--- src/common/crpr_consts.svh ---
`ifndef CRPR_CONSTS_SVH
`define CRPR_CONSTS_SVH

// Register indices; byte address is four times the index
`define CRPR_IDX_LOC_B0_A4 10'h192
`define CRPR_IDX_LOC_B2_B1 10'h193
`define CRPR_IDX_LOC_B4_B3 10'h194
`define CRPR_IDX_LOC_C1_C0 10'h195
`define CRPR_IDX_LOC_C3_C2 10'h196
`define CRPR_IDX_LOC_D0_C4 10'h197
`define CRPR_IDX_LOC_D2_D1 10'h198
`define CRPR_IDX_LOC_D4_D3 10'h199
`define CRPR_IDX_AMP_A1_A0 10'h19a
`define CRPR_IDX_CTRL 10'h1b0
`define CRPR_IDX_STATUS 10'h1b1

// Result word layout
`define CRPR_NUM_WORDS 9
`define CRPR_SLOT_AMP 4'h8
`define CRPR_LOC_MASK 16'hffff
`define CRPR_AMP_MASK 16'h7f7f
`define CRPR_WORD_RESET 16'h0000

// Control and status fields
`define CRPR_CTRL_CAPTURE_BIT 0
`define CRPR_CTRL_RESET 1'b1
`define CRPR_STAT_VALID_BIT 0
`define CRPR_STAT_COUNT_LSB 8
`define CRPR_COUNT_RESET 8'h00

`endif

--- src/common/crpr_pkg.sv ---
package crpr_pkg;
	typedef logic [15:0] crpr_word_t;
	typedef logic [9:0] crpr_idx_t;
	typedef logic [3:0] crpr_slot_t;
	typedef enum logic [0:0] {
		CRPR_IDLE,
		CRPR_RESP
	} crpr_apb_e;
endpackage : crpr_pkg

--- src/common/crpr_reg_if.sv ---
`timescale 1ns/1ps
interface crpr_reg_if;
	crpr_pkg::crpr_idx_t idx;
	logic wr;
	logic [31:0] wdata;
	logic commit;
	logic [31:0] rdata;
	logic err;
	modport port (output idx, output wr, output wdata, output commit, input rdata, input err);
	modport regs (input idx, input wr, input wdata, input commit, output rdata, output err);
endinterface : crpr_reg_if

--- src/logic/crpr_apb_port.sv ---
`timescale 1ns/1ps
`include "crpr_consts.svh"
module crpr_apb_port (
	// Clock and reset
	input wire logic clk_i,
	input wire logic resetn_i,
	// APB
	input wire logic psel_i,
	input wire logic penable_i,
	input wire logic pwrite_i,
	input wire logic [11:0] paddr_i,
	input wire logic [31:0] pwdata_i,
	output logic [31:0] prdata_o,
	output logic pready_o,
	output logic pslverr_o,
	// Register side
	crpr_reg_if.port reg_if
);
	crpr_pkg::crpr_apb_e state;
	crpr_pkg::crpr_apb_e next_state;
	logic setup;
	logic misaligned;

	assign setup = psel_i && !penable_i;
	assign misaligned = paddr_i[1:0] != 2'h0;
	assign reg_if.idx = paddr_i[11:2];
	assign reg_if.wr = pwrite_i;
	assign reg_if.wdata = pwdata_i;
	// A write lands only at the edge that completes the access
	assign reg_if.commit = psel_i && penable_i && pready_o && !misaligned;

	always_comb begin
		case (state)
			crpr_pkg::CRPR_IDLE: next_state = setup ? crpr_pkg::CRPR_RESP : crpr_pkg::CRPR_IDLE;
			crpr_pkg::CRPR_RESP: next_state = crpr_pkg::CRPR_IDLE;
			default: next_state = crpr_pkg::CRPR_IDLE;
		endcase
	end

	// Answer is prepared in the setup cycle, so the access phase never waits
	always_ff @(posedge clk_i or negedge resetn_i) begin
		if (!resetn_i) begin
			state <= crpr_pkg::CRPR_IDLE;
			pready_o <= 1'b0;
			pslverr_o <= 1'b0;
			prdata_o <= 32'h0;
		end else begin
			state <= next_state;
			pready_o <= next_state == crpr_pkg::CRPR_RESP;
			if (next_state == crpr_pkg::CRPR_RESP) begin
				pslverr_o <= reg_if.err || misaligned;
				prdata_o <= (pwrite_i || misaligned) ? 32'h0 : reg_if.rdata;
			end else begin
				pslverr_o <= 1'b0;
				prdata_o <= 32'h0;
			end
		end
	end
endmodule : crpr_apb_port

--- src/logic/crpr_result_store.sv ---
`timescale 1ns/1ps
`include "crpr_consts.svh"
module crpr_result_store (
	// Clock and reset
	input wire logic clk_i,
	input wire logic resetn_i,
	// Capture side
	input wire logic load_i,
	input wire logic [`CRPR_NUM_WORDS*16-1:0] words_i,
	// Read side
	output logic [`CRPR_NUM_WORDS*16-1:0] words_o
);
	crpr_pkg::crpr_word_t store [0:`CRPR_NUM_WORDS-1];

	genvar g;
	generate
		for (g = 0; g < `CRPR_NUM_WORDS; g++) begin : g_word
			localparam crpr_pkg::crpr_word_t MASK = (g == `CRPR_SLOT_AMP) ? `CRPR_AMP_MASK : `CRPR_LOC_MASK;
			// Reserved bits never get stored, so they read as zero
			always_ff @(posedge clk_i or negedge resetn_i) begin
				if (!resetn_i) begin
					store[g] <= `CRPR_WORD_RESET;
				end else if (load_i) begin
					store[g] <= words_i[g*16 +: 16] & MASK;
				end
			end
			assign words_o[g*16 +: 16] = store[g];
		end
	endgenerate
endmodule : crpr_result_store

--- src/logic/crpr_top.sv ---
`timescale 1ns/1ps
`include "crpr_consts.svh"
module crpr_top (
	// Clock and reset
	input wire logic CLOCK_I,
	input wire logic RESETN_I,
	// APB slave
	input wire logic PSEL_I,
	input wire logic PENABLE_I,
	input wire logic PWRITE_I,
	input wire logic [11:0] PADDR_I,
	input wire logic [31:0] PWDATA_I,
	output logic [31:0] PRDATA_O,
	output logic PREADY_O,
	output logic PSLVERR_O,
	// Measurement engine results
	input wire logic MEAS_DONE_I,
	input wire logic [7:0] LOC_CHAN_A_PEAK5_I,
	input wire logic [39:0] LOC_CHAN_B_I,
	input wire logic [39:0] LOC_CHAN_C_I,
	input wire logic [39:0] LOC_CHAN_D_I,
	input wire logic [13:0] AMP_CHAN_A_I,
	// Status
	output logic RESULTS_VALID_O
);
	crpr_reg_if reg_if ();

	logic capture_en;
	logic [7:0] meas_count;
	logic load;
	logic ctrl_wr;
	logic [`CRPR_NUM_WORDS*16-1:0] next_words;
	logic [`CRPR_NUM_WORDS*16-1:0] words;
	crpr_pkg::crpr_word_t w [0:`CRPR_NUM_WORDS-1];
	crpr_pkg::crpr_word_t ctrl_word;
	crpr_pkg::crpr_word_t status_word;
	crpr_pkg::crpr_word_t sel_word;
	logic sel_hit;
	logic [`CRPR_NUM_WORDS-1:0] hit_word;
	crpr_pkg::crpr_word_t pick [0:`CRPR_NUM_WORDS];
	logic hit_ctrl;
	logic hit_status;

	// Split the engine's location vectors into peaks 1..5 (bytes 0..4), and the amplitude vector into 7-bit peaks 1..2
	logic [7:0] loc_chan_a_peak5;
	logic [7:0] loc_chan_b_peak1, loc_chan_b_peak2, loc_chan_b_peak3, loc_chan_b_peak4, loc_chan_b_peak5;
	logic [7:0] loc_chan_c_peak1, loc_chan_c_peak2, loc_chan_c_peak3, loc_chan_c_peak4, loc_chan_c_peak5;
	logic [7:0] loc_chan_d_peak1, loc_chan_d_peak2, loc_chan_d_peak3, loc_chan_d_peak4, loc_chan_d_peak5;
	logic [6:0] amp_chan_a_peak1, amp_chan_a_peak2;

	assign loc_chan_a_peak5 = LOC_CHAN_A_PEAK5_I;
	assign loc_chan_b_peak1 = LOC_CHAN_B_I[7:0];
	assign loc_chan_b_peak2 = LOC_CHAN_B_I[15:8];
	assign loc_chan_b_peak3 = LOC_CHAN_B_I[23:16];
	assign loc_chan_b_peak4 = LOC_CHAN_B_I[31:24];
	assign loc_chan_b_peak5 = LOC_CHAN_B_I[39:32];
	assign loc_chan_c_peak1 = LOC_CHAN_C_I[7:0];
	assign loc_chan_c_peak2 = LOC_CHAN_C_I[15:8];
	assign loc_chan_c_peak3 = LOC_CHAN_C_I[23:16];
	assign loc_chan_c_peak4 = LOC_CHAN_C_I[31:24];
	assign loc_chan_c_peak5 = LOC_CHAN_C_I[39:32];
	assign loc_chan_d_peak1 = LOC_CHAN_D_I[7:0];
	assign loc_chan_d_peak2 = LOC_CHAN_D_I[15:8];
	assign loc_chan_d_peak3 = LOC_CHAN_D_I[23:16];
	assign loc_chan_d_peak4 = LOC_CHAN_D_I[31:24];
	assign loc_chan_d_peak5 = LOC_CHAN_D_I[39:32];
	assign amp_chan_a_peak1 = AMP_CHAN_A_I[6:0];
	assign amp_chan_a_peak2 = AMP_CHAN_A_I[13:7];

	// Pack into register layout, slot order follows the index order
	assign next_words[0*16 +: 16] = {loc_chan_b_peak1, loc_chan_a_peak5};
	assign next_words[1*16 +: 16] = {loc_chan_b_peak3, loc_chan_b_peak2};
	assign next_words[2*16 +: 16] = {loc_chan_b_peak5, loc_chan_b_peak4};
	assign next_words[3*16 +: 16] = {loc_chan_c_peak2, loc_chan_c_peak1};
	assign next_words[4*16 +: 16] = {loc_chan_c_peak4, loc_chan_c_peak3};
	assign next_words[5*16 +: 16] = {loc_chan_d_peak1, loc_chan_c_peak5};
	assign next_words[6*16 +: 16] = {loc_chan_d_peak3, loc_chan_d_peak2};
	assign next_words[7*16 +: 16] = {loc_chan_d_peak5, loc_chan_d_peak4};
	assign next_words[8*16 +: 16] = {1'b0, amp_chan_a_peak2, 1'b0, amp_chan_a_peak1};

	// Results move only on a completed measurement while capture is enabled
	assign load = MEAS_DONE_I && capture_en;

	crpr_result_store u_store (
		.clk_i(CLOCK_I),
		.resetn_i(RESETN_I),
		.load_i(load),
		.words_i(next_words),
		.words_o(words)
	);

	crpr_apb_port u_apb (
		.clk_i(CLOCK_I),
		.resetn_i(RESETN_I),
		.psel_i(PSEL_I),
		.penable_i(PENABLE_I),
		.pwrite_i(PWRITE_I),
		.paddr_i(PADDR_I),
		.pwdata_i(PWDATA_I),
		.prdata_o(PRDATA_O),
		.pready_o(PREADY_O),
		.pslverr_o(PSLVERR_O),
		.reg_if(reg_if.port)
	);

	// Result indices are consecutive, one slot each; the chain ORs in the selected slot
	assign pick[0] = 16'h0000;
	genvar g;
	generate
		for (g = 0; g < `CRPR_NUM_WORDS; g++) begin : g_view
			localparam crpr_pkg::crpr_idx_t IDX = crpr_pkg::crpr_idx_t'(`CRPR_IDX_LOC_B0_A4 + g);
			assign w[g] = words[g*16 +: 16];
			assign hit_word[g] = reg_if.idx == IDX;
			assign pick[g + 1] = pick[g] | (hit_word[g] ? w[g] : 16'h0000);
		end
	endgenerate

	assign ctrl_word = {15'h0000, capture_en};
	assign status_word = {meas_count, 7'h00, RESULTS_VALID_O};

	// Read decode; result words carry no write path at all
	assign hit_ctrl = reg_if.idx == `CRPR_IDX_CTRL;
	assign hit_status = reg_if.idx == `CRPR_IDX_STATUS;
	assign sel_hit = |hit_word || hit_ctrl || hit_status;
	assign sel_word = hit_ctrl ? ctrl_word : (hit_status ? status_word : pick[`CRPR_NUM_WORDS]);

	assign reg_if.rdata = {16'h0000, sel_word};
	assign reg_if.err = !sel_hit;
	assign ctrl_wr = reg_if.commit && reg_if.wr && hit_ctrl;

	always_ff @(posedge CLOCK_I or negedge RESETN_I) begin
		if (!RESETN_I) begin
			capture_en <= `CRPR_CTRL_RESET;
			meas_count <= `CRPR_COUNT_RESET;
			RESULTS_VALID_O <= 1'b0;
		end else begin
			if (ctrl_wr) begin
				capture_en <= reg_if.wdata[`CRPR_CTRL_CAPTURE_BIT];
			end
			if (load) begin
				meas_count <= meas_count + 8'h01;
				RESULTS_VALID_O <= 1'b1;
			end
		end
	end

	logic rd_done;
	logic wr_done;
	assign rd_done = PSEL_I && PENABLE_I && PREADY_O && !PWRITE_I && !PSLVERR_O;
	assign wr_done = PSEL_I && PENABLE_I && PREADY_O && PWRITE_I;
	logic rd_setup;
	logic wr_setup;
	assign rd_setup = PSEL_I && !PENABLE_I && !PWRITE_I && PADDR_I[1:0] == 2'h0;
	assign wr_setup = PSEL_I && !PENABLE_I && PWRITE_I && PADDR_I[1:0] == 2'h0;
endmodule : crpr_top

--- config.mk ---
export PLATFORM = sky130hd
export DESIGN_NAME = crpr_top
export DESIGN_NICKNAME = d
export VERILOG_FILES = /design/src/common/crpr_pkg.sv /design/src/common/crpr_reg_if.sv /design/src/logic/crpr_apb_port.sv /design/src/logic/crpr_result_store.sv /design/src/logic/crpr_top.sv
export VERILOG_INCLUDE_DIRS = /design/src /design/src/common
export SDC_FILE = /design/constraint.sdc
export NUM_CORES = 1
export LEC_CHECK = 0
export ABC_AREA = 1
export BUFFER_PORTS_ARGS = -buffer_cell sky130_fd_sc_hd__clkbuf_2
export CAP_MARGIN = 0
export CORE_MARGIN = 1.5
export CORE_UTILIZATION = 50
export CTS_BUF_LIST = sky130_fd_sc_hd__clkbuf_2 sky130_fd_sc_hd__clkbuf_4 sky130_fd_sc_hd__clkbuf_8
export DETAILED_ROUTE_END_ITERATION = 6
export HOLD_SLACK_MARGIN = 0.1
export PLACE_DENSITY = 0.89
export SETUP_SLACK_MARGIN = 0.3
export SLEW_MARGIN = 10
export SYNTH_ARGS = -nofsm -noshare
export SYNTH_HDL_FRONTEND = slang
export SYNTH_SLANG_ARGS = --single-unit
--- constraint.sdc ---
create_clock -name CLOCK_I -period 3.6 [get_ports CLOCK_I]
set_input_delay 0.72 -clock CLOCK_I [delete_from_list [all_inputs] [get_ports CLOCK_I]]
set_output_delay 0.72 -clock CLOCK_I [all_outputs]
set_load 0.005 [all_outputs]
==> metrics.yaml <==
min_path_type: "in -> async"
cp-end-kind: "register"
netlist_area_um2: 7830
vias_per_cell: 4.945
core_area_um2: 15260
crit_arrival_ns: 2.50
routed_wl_um: 20360
tns_ns: 0
clock_skew_ns: 0.01253
switchingPower_mw: 1.063
grt_overflow: 0
pwr_density_cell_nw_per_um2: 433.0
drive_above_1_share: 0.2083
grt_usage: 0.2616
num_rows: 45
async_reset_ff_frac: 1.000
fin_crit_sh: 0.5912
die_h_um: 128.1
intPower_mw: 2.915
wire_per_inst_um: 14.55
htree_levels: 4
hold_violations: 0
grt_pass1_vias: 6511
sequentialPowerShare: 0.557
status: "finished, final reports clean"
port_buffers: 179
yosysMostFrequentCell: "nand2_1"
cts_sinks: 170
vias: 6918
finalSetupViolCount: 0
ir_drop_v: 0.0002964
grt_pass1_wl_um: 32260
grt_max_degree: 100
synth_top_area_frac: 0.5401
max_freq_mhz: 469.8
combPwrFrac: 0.115
ys_types: 33
critical_path_class: "in -> reg"
cts.root.buffer_cell: "clkbuf_8"
max_slew_margin: 0.4216
dieWidth_um: 128.1
avgSynthCellArea_um2: 7.730
dp.cells: 1368
die_area_um2: 16420
leakage_nw: 5.232
clk_latency_ns: 0.45
clock_path_buffers: 2
dp_hpwl_um: 14520
power_frac_clock: 0.328
cts_setup_buffers: 0
dr.pass1.iters: 5
cp-start-kind: "input pin"
finalWorstSetupSlack_ns: 1.472
ant_nets: 0
cts_tree: "built"
worst-path-max-fanout: 15
required_ns: 3.98
final-max-slew-violation-count: 0
areaGrowthSynthToFinish_pct: 17.34
final_cells: 1399
maxCapViolations: 0
ctsHoldBuffers: 0
io_pins: 227
cts_resized: 0
netSwitchingFraction: 0.2673
gp_congestion: 0.9215
synth_ff_type: "dfrtp_1"
worstMarginPinSlew_ns: 0.8649
numCtsBuffers: 17
yosys_warnings: 0
nets: 1369
grt_setup_unrepaired: "false"
ys_seq_area_frac: 0.5435
path_clk_slew_ns: 0.09
antenna_found_initial: 2
initial_core_util: 0.5132
synthTopCellsByCount: "538 x nand2_1, 169 x dfrtp_1, 51 x nor2_1"
place_ws_ns: 1.039
yosysTopAreaCell: "dfrtp_1"
ys_ff_latch: 170
synthCells: 1013
synth_edf_count: 0
synth_area_leaders: "dfrtp_1 54%, nand2_1 26%, nand3_1 2.7%, nor2_1 2.4%, inv_1 2.3%"
drcViolationCount: 0
drtIter0Drc: 540
period_needed_ns: 2.128
sequential cells by signal, indices dropped and copies added (netlist names):
name	flops
meas_count	8
u_store.words_o	142
u_apb.prdata_o	16
capture_en	1
u_apb.pslverr_o	1
RESULTS_VALID_O	1
u_apb.pready_o	1
cell type report:
cell class              count  area (um^2)
flip-flops and latches    170         4255
fillers                  1373         6071
clock buffers              21        270.3
inverters                  57        219.0
diodes                      2        5.005
repair buffers            185        972.2
well taps                 211        264.0
clock inverters             8        98.84
multi-input cells         745         3103
power groups by stage:
stage	Combinational (mW)	Clock (mW)	Sequential, mW
finish	0.458	1.30	2.22
global route	0.530	1.41	2.24
CTS	0.464	1.32	2.21
detailed placement	0.460	0	2.25
global placement	0.442	0	2.24
floorplan	0.275	0	2.22
worst paths after layout:
kind                       cells after the start                    to                  start  slack (ns)
max                                           10     u_apb.prdata_o[2]             PADDR_I[8]        1.47
min                                            1  u_store.words_o[139]               RESETN_I        0.28
max reg2reg                                    5   u_store.words_o[52]             capture_en        1.62
min reg2reg                                    2    u_store.words_o[9]     u_store.words_o[9]        0.48
max in group asynchronous                      2   u_store.words_o[95]               RESETN_I        2.35
min in group CLOCK_I                           3    u_store.words_o[2]  LOC_CHAN_A_PEAK5_I[2]        0.45
placed cells by master, fill, tap and decap left out, types with 2 or more instances in the layout:
| master | netlist | final |
|---|---|---|
| nand2_2 | 5 | 5 |
| nor2_4 | 2 | 2 |
| clkinv_2 | 0 | 3 |
| buf_12 | 0 | 2 |
| inv_1 | 47 | 46 |
| o21ai_0 | 32 | 32 |
| clkbuf_4 | 0 | 3 |
| nor2_2 | 4 | 4 |
| buf_4 | 20 | 4 |
| conb_1 | 1 | 16 |
| nor3_1 | 5 | 5 |
| nand2_1 | 538 | 537 |
| clkbuf_8 | 0 | 18 |
| bufinv_16 | 0 | 2 |
| nor2_1 | 51 | 51 |
| diode_2 | 0 | 2 |
| a21oi_1 | 23 | 23 |
| nor3_4 | 2 | 2 |
| nand4_1 | 3 | 3 |
| a21oi_2 | 3 | 3 |
| nand3_1 | 42 | 42 |
| dfrtp_1 | 169 | 169 |
| clkinvlp_4 | 0 | 2 |
| o21ai_1 | 5 | 5 |
| clkbuf_2 | 0 | 178 |
| inv_2 | 9 | 9 |
| inv_4 | 1 | 2 |
| xor2_1 | 6 | 6 |
worst max-delay path, cell delays in order:
cell      delay [ns]
clkbuf_2        0.09
inv_1           0.04
nand2_1         0.05
nor2_2          0.43
nand2_1         0.20
nor2_4          0.45
inv_1           0.14
o21ai_1         0.18
a21oi_1         0.05
a21oi_1         0.14
through the flow:
stage          cell area, um^2  utilization  power [mW]  hold WS (ns)
2_1_floorplan             7886            -       2.490        0.4244
3_3_place_gp              8813       0.5776       2.677        0.4572
3_5_place_dp              8813       0.5776       2.708        0.4650
4_1_cts                   9183       0.6018       3.996        0.3189
5_1_grt                   9188       0.6021       4.181        0.3493
6_report                  9188       0.6021       3.978        0.2807
layer usage:
| metal | wire (um) | vias up | share of wire | track usage |
|---|---|---|---|---|
| met1 | 8485 | 3211 | 0.42 | 0.3352 |
| li1 | - | 3394 | - | - |
| met5 | 0 | - | 0 | 0 |
| met4 | 535 | 0 | 0.026 | 0.09782 |
| met2 | 9766 | 278 | 0.48 | 0.4317 |
| met3 | 1572 | 35 | 0.077 | 0.06469 |
cells by family after synthesis:
group | after synthesis | share of synthesized area
and+or+nand+nor | 658 | 0.3367
DFF | 170 | 0.5435
adders and majority gates | 1 | 0.001598
other | 1 | 0.0004789
buffers and inverters | 113 | 0.06839
xor gates and xnor gates | 6 | 0.006711
AOI/OAI and AO/OA | 64 | 0.04267
(Power assumes the default switching activity.)
